$ cat config.mk
export PLATFORM = sky130hd
export DESIGN_NAME = wdc_watchdog
export DESIGN_NICKNAME = d
export VERILOG_FILES = /design/src/hdl/wdc_pkg.sv /design/src/hdl/wdc_edge_sync.sv /design/src/hdl/wdc_watchdog.sv
export SDC_FILE = /design/constraint.sdc
export NUM_CORES = 1
export LEC_CHECK = 0
export BUFFER_PORTS_ARGS = -buffer_cell sky130_fd_sc_hd__buf_4
export CORE_UTILIZATION = 24
export DETAILED_ROUTE_END_ITERATION = 16
export SYNTH_ARGS = -nofsm -noshare
export SYNTH_HDL_FRONTEND = slang
export SYNTH_SLANG_ARGS = --single-unit
export TNS_END_PERCENT = 5
$ cat constraint.sdc
create_clock -name clk -period 3.4 [get_ports clk]
set_clock_uncertainty 0.15 [all_clocks]
set_input_delay 0.85 -clock clk [delete_from_list [all_inputs] [get_ports clk]]
set_output_delay 0.85 -clock clk [all_outputs]
set_load 0.01 [all_outputs]
$ cat src/hdl/wdc_pkg.sv
// wdc_pkg: shared constants and types for the watchdog block
// assumes one system clock of 100 MHz and a slow free-running watchdog oscillator pin
package wdc_pkg;

   // ------------------------------------------------------------
   // register bus
   // ------------------------------------------------------------
   localparam int WDC_ADDR_W = 8;                     // register address width
   localparam int WDC_DATA_W = 8;                     // register data width
   localparam logic [WDC_ADDR_W-1:0] WDC_CTRL_OFFSET = 8'h00;  // watchdog_control
   localparam logic [WDC_ADDR_W-1:0] WDC_STAT_OFFSET = 8'h01;  // state readback
   localparam logic [WDC_DATA_W-1:0] WDC_CTRL_RESET = 8'h00;   // control after reset
   localparam logic [WDC_DATA_W-1:0] WDC_READ_ZERO = 8'h00;    // unmapped and reserved

   // ------------------------------------------------------------
   // watchdog_control field layout
   // ------------------------------------------------------------
   localparam int WDC_UNLOCK_BIT = 4;                 // turn_off_unlock
   localparam int WDC_ON_BIT = 3;                     // watchdog_on
   localparam int WDC_SEL_LSB = 0;                    // period_select_bit0
   localparam int WDC_SEL_W = 3;                      // period select width

   // ------------------------------------------------------------
   // status readback field layout
   // ------------------------------------------------------------
   localparam int WDC_STAT_RUN_BIT = 0;               // counter is running
   localparam int WDC_STAT_FIRED_BIT = 1;             // timeout reset requested
   localparam int WDC_STAT_UNLOCK_BIT = 2;            // unlock window open

   // ------------------------------------------------------------
   // timing
   // ------------------------------------------------------------
   localparam int WDC_UNLOCK_CYCLES = 4;              // turn_off_unlock lifetime, cpu cycles
   localparam int WDC_OSC_FREQ_KHZ = 1000;            // nominal watchdog oscillator rate
   localparam int WDC_PERIOD_BASE = 16384;            // shortest period, oscillator cycles
   localparam int WDC_CNT_W = 21;                     // holds 2048K oscillator cycles

   // ------------------------------------------------------------
   // types
   // ------------------------------------------------------------
   typedef logic [WDC_SEL_W-1:0] wdc_sel_type;

   typedef struct packed {
      logic [WDC_ADDR_W-1:0] addr;                    // register address
      logic [WDC_DATA_W-1:0] wdata;                   // write data
      logic wr;                                       // one-cycle write strobe
      logic rd;                                       // one-cycle read strobe
   } wdc_bus_req_type;

   typedef enum logic [1:0] {
      WDC_ST_IDLE,                                    // watchdog off, count held
      WDC_ST_RUN,                                     // counting oscillator edges
      WDC_ST_FIRED                                    // reset request raised
   } wdc_state_type;

endpackage

$ cat src/hdl/wdc_edge_sync.sv
// wdc_edge_sync: brings the watchdog oscillator pin into the system clock domain
// assumes the oscillator runs much slower than clk, so every edge is seen
`timescale 1ns/100ps
`default_nettype none
module wdc_edge_sync (
   input wire logic clk,                              // system clock
   input wire logic rst_n,                            // async reset, active low
   input wire logic async_in,                         // oscillator pin
   output logic rise_pulse                            // one cycle per rising edge
);
   // ------------------------------------------------------------
   // synchroniser and edge detector
   // ------------------------------------------------------------
   logic meta_r, meta_nxt;                            // first stage, read only by sync_r
   logic sync_r, sync_nxt;                            // second stage
   logic prev_r, prev_nxt;                            // delayed copy for edges
   logic rise_r, rise_nxt;                            // registered edge pulse

   // next values: shift chain, edge taken only from settled stages
   always_comb begin
      meta_nxt = async_in;
      sync_nxt = meta_r;
      prev_nxt = sync_r;
      rise_nxt = sync_r & ~prev_r;
   end

   // registers only
   always_ff @(posedge clk or negedge rst_n) begin
      if (!rst_n) begin
         meta_r <= 1'b0;
         sync_r <= 1'b0;
         prev_r <= 1'b0;
         rise_r <= 1'b0;
      end else begin
         meta_r <= meta_nxt;
         sync_r <= sync_nxt;
         prev_r <= prev_nxt;
         rise_r <= rise_nxt;
      end
   end

   assign rise_pulse = rise_r;
endmodule
`default_nettype wire

$ cat src/hdl/wdc_watchdog.sv
// wdc_watchdog: watchdog timer with guarded turn-off and selectable period
// assumes a cpu-side register port on clk and a refresh pulse from the core
//
// Design decisions made here: the plain strobed port and the register addresses.
`timescale 1ns/100ps
`default_nettype none
// Summary of operation
// count edges of separate watchdog oscillator
// refresh instruction clears the watchdog count
// expiry while enabled requests system reset
// control bits seven to five read zero
// unlock bit self-clears four cycles later
// clearing enable needs unlock bit set
// software writes enable and unlock first
// period select chooses 16K to 2048K
// software refreshes before enabling
// software refreshes before changing period
// cross oscillator safely, register reset request
module wdc_watchdog
   import wdc_pkg::*;
#(
   parameter int PERIOD_BASE = wdc_pkg::WDC_PERIOD_BASE,   // shortest period, osc cycles
   parameter int UNLOCK_CYCLES = wdc_pkg::WDC_UNLOCK_CYCLES // unlock lifetime
) (
   input wire logic clk,                              // system clock, 100 MHz
   input wire logic rst_n,                            // async reset, active low
   input wire logic wdt_osc,                          // watchdog oscillator pin
   input wire logic refresh_instruction,              // one-cycle refresh from core
   input wire wdc_pkg::wdc_bus_req_type bus_req,      // register request
   output logic [wdc_pkg::WDC_DATA_W-1:0] rdata,      // read data, cycle after rd
   output logic sys_reset_req                         // timeout reset request, level
);
   import wdc_pkg::*;

   // ------------------------------------------------------------
   // local declarations
   // ------------------------------------------------------------
   localparam int OSC_PERIOD_NS = 1000000 / WDC_OSC_FREQ_KHZ;  // nominal osc period
   localparam logic [2:0] UNLOCK_LOAD = 3'(UNLOCK_CYCLES);     // countdown load value
   localparam logic [2:0] UNLOCK_LAST = 3'h1;                  // final unlocked cycle
   localparam logic [2:0] UNLOCK_DONE = 3'h0;                  // window closed

   logic osc_rise;                                    // one pulse per osc edge
   logic ctrl_wr;                                     // write hits control
   logic [WDC_DATA_W-1:0] ctrl_view;                  // control as software sees it
   logic [WDC_DATA_W-1:0] stat_view;                  // status as software sees it
   logic [WDC_CNT_W-1:0] limit;                       // last count of selected period

   logic on_r, on_nxt;                                // watchdog_on
   logic unlock_r, unlock_nxt;                        // turn_off_unlock
   logic [2:0] unlock_cnt_r, unlock_cnt_nxt;          // unlock lifetime countdown
   wdc_sel_type sel_r, sel_nxt;                       // period select
   logic [WDC_CNT_W-1:0] cnt_r, cnt_nxt;              // oscillator edge count
   wdc_state_type state_r, state_nxt;                 // watchdog state
   logic fire_r, fire_nxt;                            // reset request flop
   logic [WDC_DATA_W-1:0] rdata_r, rdata_nxt;         // read data flop

   // ------------------------------------------------------------
   // functions
   // ------------------------------------------------------------
   // last count value for a period select code: base shifted by the code, less one
   function automatic logic [WDC_CNT_W-1:0] period_last(input wdc_sel_type sel);
      logic [WDC_CNT_W:0] span;
      span = (WDC_CNT_W+1)'(PERIOD_BASE) << sel;
      period_last = WDC_CNT_W'(span - (WDC_CNT_W+1)'(1));
   endfunction

   // address decode, used for reads and writes
   function automatic logic hit(input logic [WDC_ADDR_W-1:0] addr,
                                input logic [WDC_ADDR_W-1:0] offset);
      hit = (addr == offset);
   endfunction

   // ------------------------------------------------------------
   // oscillator crossing
   // ------------------------------------------------------------
   // the oscillator is a pin here, so it is sampled rather than used as a clock;
   // this limits the oscillator to well below half the system clock
   wdc_edge_sync u_osc_sync (
      .clk(clk),
      .rst_n(rst_n),
      .async_in(wdt_osc),
      .rise_pulse(osc_rise)
   );

   // ------------------------------------------------------------
   // control register
   // ------------------------------------------------------------
   assign ctrl_wr = bus_req.wr & hit(bus_req.addr, WDC_CTRL_OFFSET);

   // next values of enable, unlock and period select
   always_comb begin
      on_nxt = on_r;
      unlock_nxt = unlock_r;
      unlock_cnt_nxt = unlock_cnt_r;
      sel_nxt = sel_r;
      // the unlock window closes by itself; a new write below with the unlock bit set reloads it, one without it closes it
      if (unlock_cnt_r != UNLOCK_DONE) begin
         unlock_cnt_nxt = unlock_cnt_r - 3'h1;
         if (unlock_cnt_r == UNLOCK_LAST) begin
            unlock_nxt = 1'b0;
         end
      end
      if (ctrl_wr) begin
         sel_nxt = bus_req.wdata[WDC_SEL_LSB +: WDC_SEL_W];
         if (bus_req.wdata[WDC_UNLOCK_BIT]) begin
            // a fresh set wins over the self clear in the same cycle
            unlock_nxt = 1'b1;
            unlock_cnt_nxt = UNLOCK_LOAD;
         end else begin
            unlock_nxt = 1'b0;
            unlock_cnt_nxt = UNLOCK_DONE;
         end
         if (bus_req.wdata[WDC_ON_BIT]) begin
            on_nxt = 1'b1;
         end else if (unlock_r) begin
            // clearing only lands while the earlier unlock write is live
            on_nxt = 1'b0;
         end
      end
   end

   // registers only
   always_ff @(posedge clk or negedge rst_n) begin
      if (!rst_n) begin
         on_r <= WDC_CTRL_RESET[WDC_ON_BIT];
         unlock_r <= WDC_CTRL_RESET[WDC_UNLOCK_BIT];
         unlock_cnt_r <= UNLOCK_DONE;
         sel_r <= WDC_CTRL_RESET[WDC_SEL_LSB +: WDC_SEL_W];
      end else begin
         on_r <= on_nxt;
         unlock_r <= unlock_nxt;
         unlock_cnt_r <= unlock_cnt_nxt;
         sel_r <= sel_nxt;
      end
   end

   // ------------------------------------------------------------
   // counter and timeout
   // ------------------------------------------------------------
   assign limit = period_last(sel_r);

   // next count and state; a held count is not cleared on enable, so software
   // refreshes first, and refreshes before a period change
   always_comb begin
      cnt_nxt = cnt_r;
      state_nxt = state_r;
      fire_nxt = fire_r;
      case (state_r)
         WDC_ST_IDLE: begin
            if (refresh_instruction) begin
               cnt_nxt = '0;
            end
            if (on_r) begin
               state_nxt = WDC_ST_RUN;
            end
         end
         WDC_ST_RUN: begin
            if (!on_r) begin
               state_nxt = WDC_ST_IDLE;
               if (refresh_instruction) begin
                  cnt_nxt = '0;
               end
            end else if (refresh_instruction) begin
               // refresh beats a coinciding oscillator edge
               cnt_nxt = '0;
            end else if (osc_rise) begin
               if (cnt_r >= limit) begin
                  state_nxt = WDC_ST_FIRED;
                  fire_nxt = 1'b1;
               end else begin
                  cnt_nxt = cnt_r + WDC_CNT_W'(1);
               end
            end
         end
         WDC_ST_FIRED: begin
            // held until the system reset comes back round to rst_n
            fire_nxt = 1'b1;
         end
         default: begin
            state_nxt = WDC_ST_IDLE;
            fire_nxt = 1'b0;
         end
      endcase
   end

   // registers only
   always_ff @(posedge clk or negedge rst_n) begin
      if (!rst_n) begin
         cnt_r <= '0;
         state_r <= WDC_ST_IDLE;
         fire_r <= 1'b0;
      end else begin
         cnt_r <= cnt_nxt;
         state_r <= state_nxt;
         fire_r <= fire_nxt;
      end
   end

   // ------------------------------------------------------------
   // read path
   // ------------------------------------------------------------
   // reserved control bits are built as zero, not stored
   always_comb begin
      ctrl_view = WDC_READ_ZERO;
      ctrl_view[WDC_UNLOCK_BIT] = unlock_r;
      ctrl_view[WDC_ON_BIT] = on_r;
      ctrl_view[WDC_SEL_LSB +: WDC_SEL_W] = sel_r;
      stat_view = WDC_READ_ZERO;
      stat_view[WDC_STAT_RUN_BIT] = (state_r == WDC_ST_RUN);
      stat_view[WDC_STAT_FIRED_BIT] = fire_r;
      stat_view[WDC_STAT_UNLOCK_BIT] = unlock_r;
   end

   // read data stand only in the cycle after the strobe
   always_comb begin
      rdata_nxt = WDC_READ_ZERO;
      if (bus_req.rd) begin
         if (hit(bus_req.addr, WDC_CTRL_OFFSET)) begin
            rdata_nxt = ctrl_view;
         end else if (hit(bus_req.addr, WDC_STAT_OFFSET)) begin
            rdata_nxt = stat_view;
         end else begin
            rdata_nxt = WDC_READ_ZERO;
         end
      end
   end

   // registers only
   always_ff @(posedge clk or negedge rst_n) begin
      if (!rst_n) begin
         rdata_r <= WDC_READ_ZERO;
      end else begin
         rdata_r <= rdata_nxt;
      end
   end

   // ------------------------------------------------------------
   // outputs
   // ------------------------------------------------------------
   assign rdata = rdata_r;
   assign sys_reset_req = fire_r;
endmodule
`default_nettype wire

Yosys cells after proc, flatten, opt, wreduce, memory -nomap -nowiden
Cells that the tools add are included.
Cells by class
  add/subtract/negate cells: 3
  $lt $le $gt $ge: 1
  equality and inequality tests: 14
  shift operators: 1
  mux-type cells: 29
  bitwise operators: 5
  reduce and logical (&&, ||, !) cells: 12
Operators by type and width (number)
  $mux 21: 5
  $pmux 21 s2: 1
  $add 21x1->21 const B: 1
  $ge 21x21->1: 1
  $shl 15x3->21 const A: 1
  $sub 21x1->21 const B: 1
  $mux 3: 4
  $mux 1: 10
  $mux 2: 5
  $reduce_and 5->1: 2
  $eq 8x1->1 const B: 1
  $logic_not 8->1: 1
  $mux 8: 1
  $reduce_bool 2->1: 4
  $ne 2x1->1 const B: 3
  $ne 3x2->1 const B: 2
  $pmux 2 s3: 1
  $mux 5: 1
  $ne 2x2->1 const B: 2
  $ne 4x3->1 const B: 1
  $ne 4x4->1 const B: 1
  $reduce_and 2->1: 2
  $eq 3x1->1 const B: 1
  $ne 3x3->1 const B: 1
  9 further kinds: 12
Word-level totals
  bits in registers: 44
  logic and storage cells: 77

Logic depth before layout (Yosys ltp)
Gate-level depths: netlist of run 1.
  word-level depth: 8
  mapped depth: 10
  mapped depth without buffers: 8

Modules after synthesis
A second synthesis of run 1 with hierarchy kept.
Unflattened totals
  cells, all modules: 264
  area, all modules: 2528.7 um^2
Modules (own cells, without submodules)
  wdc_watchdog: instances 1, cells each 259, area an instance 2414.8 um^2, seq. area each 925.9 um^2
  wdc_edge_sync: instances 1, cells each 5, area an instance 113.9 um^2, seq. area each 100.1 um^2

Least setup slack after synthesis of run 1
Ideal clock, no wire load.
  path type: register to register
  start: register sel_r[2]
  end: register cnt_r[14]
  data arrival time: 2.484 ns
  data required time: 3.128 ns
  setup slack: 0.645 ns
  cell stages (with the launch flop): 11
  clock period less this slack: 2.755 ns
  cell sequence: dfrtp_1 -> clkbuf_1 -> o21ai_0 -> ha_1 -> nand4_1 -> or4_4 -> o211a_4 -> o21bai_4 -> buf_6 -> o21bai_1 -> a32o_1
Between the ends
  word-level cells in the longest chain between the ends: 5
RTL lines
  start, declared: RTL line wdc_watchdog.sv:52  | wdc_sel_type sel_r, sel_nxt;
  start signal, assigned: RTL line wdc_watchdog.sv:129  | sel_r <= WDC_CTRL_RESET[WDC_SEL_LSB +: WDC_SEL_W];
  start signal, assigned: RTL line wdc_watchdog.sv:134  | sel_r <= sel_nxt;
  $shl 15x3->21: RTL line wdc_watchdog.sv:64  | span = (WDC_CNT_W+1)'(PERIOD_BASE) << sel;
  $sub 21x1->21: RTL line wdc_watchdog.sv:65  | period_last = WDC_CNT_W'(span - (WDC_CNT_W+1)'(1));
  $ge 21x21->1: RTL line wdc_watchdog.sv:168  | if (cnt_r >= limit) begin
  $ne 4x4->1 (no source line)
  $reduce_and 3->1 (no source line)
  end signal, assigned: RTL line wdc_watchdog.sv:194  | cnt_r <= cnt_nxt;
  end, declared: RTL line wdc_watchdog.sv:53  | logic [WDC_CNT_W-1:0] cnt_r, cnt_nxt;
Every way passes these cells.
A chain may end at the register's enable or synchronous reset.

Worst setup path in the final report of run 1
Same ends and word-level chain as after synthesis.

==> summary.txt, run 1 <==
Drt pass-1 iters = 4
Final setup TNS = 0 ps
CTS Buffer Depth = 2
Die height = 100 um
Global-route wire length before repair = 8.23 mm
Die Span X = 100 um
Synth top area cells = dfrtp_1 (44%), ha_1 (7.6%), nor2_1 (3.7%), nand3_1 (3.5%), nand2_1 (3.3%)
Antenna diode instance count = 0
CP required = 3440 ps
Ports = 31
Area of the mapped netlist = 2310 um^2
DRC errors left = 0
Post-CTS Repair Setup Buffers = 0
Initial antenna violation count = 0
Status = completed
Share of post-route cells with drive strength above 1 = 16.2%
Slowest cell delay on critical path = 570 ps
Count of different cell masters after synthesis = 48
Worst path cell trace = o21ai_0 > ha_1 > nand4_1 > or4_4 > o211a_4 > o21bai_4 > o21bai_1 > a32o_1
GRT Resource Usage Total = 10.2%
Num rows = 35
Worst flop-to-flop path endpoint = cnt_r[14]$_DFFE_PN0P_
Number of global-route vias before repair = 1,801
Seq cells post-synth = 41
Starting DRT DRC Count = 86
Final WL = 4.84 mm
CP Max Fanout = 17
Post-DRT Antenna Nets = 0
Post-synth top area cell = dfrtp_1
Reg2Reg Depth = 8
DR vias = 1,831
Critical path's slowest cell = or4_4
Worst reg2reg path startpoint = sel_r[2]$_DFFE_PN0P_
Detail Placement HPWL = 3.52 mm
Total of max-cap violations = 0
CTS Buf Count = 5
CTS tree = done
Slew Viols, Final = 0
DR vias/cell = 4.64
Initial Util = 24.9%
IO buf count = 24
Power Internal = 806 uW
Die area = 10,000 um^2
Core footprint = 9280 um^2
Period utilisation layout = 88.3%
P_sw = 393 uW
Design area = 2710 um^2
CTS clk-pin slew, worst paths = 80 ps
Final setup violation count = 0
Buf+Inv Stages, Crit Path = 0
Power Dens Cells = 443 nW/um^2
CTS resizes = 0
Worst Hold End = u_osc_sync.prev_nxt$_DFF_PN0_
Fin nets = 301
Worst Tran Pin Value = 538 ps
Synth top area share = 44.4%
Synth Instances = 240
WHS Path Cells = 0
Unrepaired setup endpoints after global routing = no
Flop pwr share = 46.9%
Crit path kind = reg2reg
Clk_lat worst skew = 300 ps
Fmax = 333 MHz
Final core area utilization = 29.2%
Grt ovf = 0
Final hold vios = 0
Cell family with most CP delay = compound AO/OA/AOI/OAI gates
Clock power share = 26.6%
Gate power share = 26.5%
Clk root buf = clkbuf_8
Startpoint types = register
P&R area growth vs syn = 17.2%
Worst EP arrival = 3040 ps
Syn avg cell area = 9.62 um^2
Worst setup EP type = register
H-Tree Level Count = 2
CTS Sinks = 41
Leakage = 1.18 nW
Final hold slack = 211 ps
Register area share after synthesis = 44.4%
Flop-to-flop setup slack = 400 ps
Max IR drop VDD = 0.161 mV
Largest net degree at the start of global routing = 42
Post-layout min period = 3000 ps
Hold WC Path Type = reg2reg
Warnings from Yosys = 0
Average routed wire per standard cell = 12.3 um
CTS Hold Buffers Added = 0
Placed Area = 2620 um^2
Hold_sp = u_osc_sync.meta_r$_DFF_PN0_
Sw Share = 32.8%
Routability cong. = 0.748
Max-slew headroom = 64.1%
==> cells in the mapped netlist, drive strengths merged <==
cell type / number
inv: 9
a32o: 1
and3: 3
nand2b: 2
mux2i: 4
nand3: 16
a31oi: 1
a211oi: 1
xnor2: 5
o211ai: 6
o21bai: 2
a211o: 1
nand4: 7
nor3: 3
mux2: 4
o32ai: 1
o21a: 1
o21ai: 12
nor3b: 5
nand2: 20
a32oi: 1
ha: 14
nor4: 1
and4: 1
clkbuf: 6
nor2b: 1
o211a: 2
or3: 4
conb: 1
a22o: 1
a21o: 1
or4: 7
o2111ai: 1
and2: 1
xor2: 6
nor2: 24
o31ai: 3
buf: 5
and4b: 1
a21oi: 14
dfrtp: 41
==> metrics by stage <==
step	setup WS [ps]	total power, mW	cells
6_report	396	1.20	395
5_1_grt	238	1.27	395
4_1_cts	390	1.22	395
3_5_place_dp	409	0.893	387
3_3_place_gp	485	0.876	387
2_1_floorplan	645	0.792	242
==> sequential cells by signal, summed over array words and instances (netlist names) <==
signal	flops
cnt_r	21
rdata	5
sel_r	3
unlock_cnt_r	3
state_r	2
on_r	1
sys_reset_req	1
u_osc_sync.meta_r	1
u_osc_sync.prev_nxt	1
u_osc_sync.prev_r	1
u_osc_sync.rise_pulse	1
unlock_r	1
==> per-layer routing <==
metal	share of wire, %	vias up	track usage, %
met3	2.7	4	2.30
met1	51	896	13.9
li1	-	909	-
met2	46	22	16.7
met5	0	-	0
met4	0.50	0	1.67
==> power by group through the flow <==
stage	combinational, mW	clock, mW	sequential (mW)
after global placement	0.308	0	0.568
after floorplan	0.230	0	0.562
final	0.317	0.319	0.562
after global routing	0.360	0.345	0.569
after CTS	0.323	0.333	0.563
after detailed placement	0.321	0	0.573
==> kinds of logic (layout without fill, tap and decap cells) <==
family / Yosys count / in the layout / synth area share, %
mux: 8 / 8 / 3.68
flops: 41 / 41 / 44.4
xor+xnor: 11 / 11 / 4.17
fa+ha+maj: 14 / 14 / 7.58
simple gates: 96 / 96 / 21.4
buf+inv: 20 / 44 / 4.12
other cells: 1 / 3 / 0.162
compound gates: 49 / 49 / 14.5
==> final cells by class <==
type / count / area, um^2
fill: 981 / 6580
multi-input combinational: 181 / 1200
sequential: 41 / 1030
timing repair buffer: 27 / 203
tap: 129 / 161
clock buffer: 5 / 68.8
inverter: 9 / 33.8
clock inverter: 3 / 17.5
==> layout by cell type (no fill, tap or decap), types with 7 or more instances in the layout <==
cell type and instances:
o21ai_0 11, buf_4 27, a21oi_1 14, nand4_1 7
nor2_1 23, ha_1 14, inv_1 9, nand2_1 20
dfrtp_1 41, nand3_1 16
==> worst max-delay path by stage <==
stage,startpoint,end,depth (start not counted)
finish,sel_r[2]$_DFFE_PN0P_,cnt_r[14]$_DFFE_PN0P_,8
detailed placement,sel_r[2]$_DFFE_PN0P_,cnt_r[14]$_DFFE_PN0P_,8
CTS,sel_r[2]$_DFFE_PN0P_,cnt_r[14]$_DFFE_PN0P_,8
global route,sel_r[2]$_DFFE_PN0P_,cnt_r[14]$_DFFE_PN0P_,8
global placement,sel_r[2]$_DFFE_PN0P_,cnt_r[14]$_DFFE_PN0P_,8
floorplan,sel_r[2]$_DFFE_PN0P_,cnt_r[14]$_DFFE_PN0P_,10
Note: power is estimated with default switching activity, not from simulation.
==> inputs of run 2 (changes only) <==
--- a/config.mk
+++ b/config.mk
@@ -5,9 +5,10 @@
 export SDC_FILE = /design/constraint.sdc
 export NUM_CORES = 1
 export LEC_CHECK = 0
-export BUFFER_PORTS_ARGS = -buffer_cell sky130_fd_sc_hd__buf_4
-export CORE_UTILIZATION = 24
+export BUFFER_PORTS_ARGS = -buffer_cell sky130_fd_sc_hd__buf_2
+export CORE_UTILIZATION = 57
 export DETAILED_ROUTE_END_ITERATION = 16
+export PLACE_DENSITY = 0.79
 export SYNTH_ARGS = -nofsm -noshare
 export SYNTH_HDL_FRONTEND = slang
 export SYNTH_SLANG_ARGS = --single-unit
==> run 2 against run 1 <==
Sequential share of layout area is 1.8 points higher. Die area decreased by 57%. Worst setup slack better by 47 ps. First-iteration DRC count fell by 1.2%. Hold slack got worse by 2.7 ps. Largest power group unchanged. Non-clock buffer count decreased by 1. Wire length fell by 9.2%. Maximum frequency increased by 1.6%. Clock power grew 48%. Total power up 11%. Critical path depth unchanged. Count of clock-buffer cells in the layout did not move.
==> summary.txt, run 2 (synthesized netlist as in run 1, its figures left out) <==
Number of global-route vias before repair = 1,716
Die area = 4310 um^2
CTS Sinks = 41
CTS Buf Count = 5
DR vias/cell = 5.84
Largest net degree at the start of global routing = 42
Worst flop-to-flop path endpoint = cnt_r[14]$_DFFE_PN0P_
Worst Tran Pin Value = 892 ps
Post-layout min period = 2960 ps
Period utilisation layout = 87.0%
Commonest cells after routing, fill and taps aside = dfrtp_1 (41), buf_2 (24), nor2_1 (23)
Antenna diode instance count = 0
Slew Viols, Final = 0
Core footprint = 3770 um^2
Drt pass-1 iters = 4
Max IR drop VDD = 0.329 mV
Global-route wire length before repair = 7.56 mm
Largest register FFs = 21
Total of max-cap violations = 0
CTS resizes = 0
IO buf count = 24
WHS Path Cells = 0
Die height = 65.7 um
Worst Hold End = u_osc_sync.prev_nxt$_DFF_PN0_
CTS tree = done
Post-DRT Antenna Nets = 0
Final setup TNS = 0 ps
Average routed wire per standard cell = 14.0 um
Max-slew headroom = 40.5%
Initial antenna violation count = 0
Detail Placement HPWL = 3.14 mm
GRT Resource Usage Total = 23.5%
Leakage = 1.19 nW
Worst EP arrival = 3000 ps
Starting DRT DRC Count = 85
CTS Buffer Depth = 2
DRC errors left = 0
Commonest non-fill, non-tap cell in the layout = dfrtp_1
Clk_lat worst skew = 300 ps
Hold WC Path Type = reg2reg
Clk root buf = clkbuf_8
CP Max Fanout = 17
Post-CTS Repair Setup Buffers = 0
Worst reg2reg path startpoint = sel_r[2]$_DFFE_PN0P_
DR vias = 1,829
Final hold slack = 208 ps
Status = completed
Fin nets = 300
Crit path kind = reg2reg
Hold_sp = u_osc_sync.meta_r$_DFF_PN0_
Num rows = 22
Flop-to-flop setup slack = 440 ps
Share of post-route cells with drive strength above 1 = 15.8%
Unrepaired setup endpoints after global routing = no
CP required = 3440 ps
Biggest register = cnt_r
Routability cong. = 0.805
Power Dens Cells = 513 nW/um^2
Die Span X = 65.7 um
Final WL = 4.40 mm
Final setup violation count = 0
Final core area utilization = 68.5%
Worst setup EP type = register
P&R area growth vs syn = 11.9%
Startpoint types = register
CTS clk-pin slew, worst paths = 80 ps
Initial Util = 61.2%
Final hold vios = 0
Reg2Reg Depth = 8
Fmax = 338 MHz
Grt ovf = 0
H-Tree Level Count = 2
CTS Hold Buffers Added = 0
Ports = 31
run 2: changes by cell type in the layout (fill, tap and decap cells not counted), sizes merged:
cell | before | now
buf | 27 | 26
bufinv | 0 | 2
clkinv | 2 | 1
clkinvlp | 1 | 0
run 2: cell type report:
cell class	count	area [um^2]
Clock buffer	5	68.8
Clock inverter	3	65.1
Fill cell	304	1190
Inverter	9	33.8
Multi-Input combinational cell	181	1200
Sequential cell	41	1030
Tap cell	48	60.1
Timing Repair Buffer	26	135
run 2: worst max-delay path by stage:
stage                               from  slack [ps]                     to
global placement    sel_r[2]$_DFFE_PN0P_         520  cnt_r[14]$_DFFE_PN0P_
detailed placement  sel_r[2]$_DFFE_PN0P_         470  cnt_r[14]$_DFFE_PN0P_
CTS                 sel_r[1]$_DFFE_PN0P_         450  cnt_r[14]$_DFFE_PN0P_
floorplan           sel_r[2]$_DFFE_PN0P_         640  cnt_r[14]$_DFFE_PN0P_
finish              sel_r[2]$_DFFE_PN0P_         440  cnt_r[14]$_DFFE_PN0P_
global route        sel_r[1]$_DFFE_PN0P_         310  cnt_r[14]$_DFFE_PN0P_
run 2: routing by layer:
| metal | global-route usage, % | share of wire, % | vias up |
|---|---|---|---|
| li1 | - | - | 906 |
| met1 | 29.8 | 48 | 871 |
| met2 | 39.5 | 46 | 48 |
| met3 | 6.42 | 4.9 | 4 |
| met4 | 5.71 | 1.0 | 0 |
| met5 | 0 | 0 | - |
run 2: through the flow:
| step | power (mW) | cell area, um^2 | instances | setup WS [ps] |
|---|---|---|---|---|
| after detailed placement | 0.865 | 2450 | 305 | 466 |
| after floorplan | 0.792 | 2320 | 242 | 645 |
| final | 1.33 | 2580 | 313 | 443 |
| after global routing | 1.40 | 2580 | 313 | 308 |
| after CTS | 1.33 | 2580 | 313 | 447 |
| after global placement | 0.851 | 2450 | 305 | 520 |
run 2: report_power, final:
group	switching [mW]	total, mW	internal (mW)
sequential	0.0323	0.560	0.527
combinational	0.175	0.295	0.120
clock	0.181	0.472	0.292
total	0.388	1.33	0.939
run 2: worst max-delay path: stages, from the launching register on:
cell,delay [ps]
dfrtp_1,480
o21ai_0,130
ha_1,310
nand4_1,120
or4_4,560
o211a_4,330
o21bai_4,370
o21bai_1,140
a32o_1,260
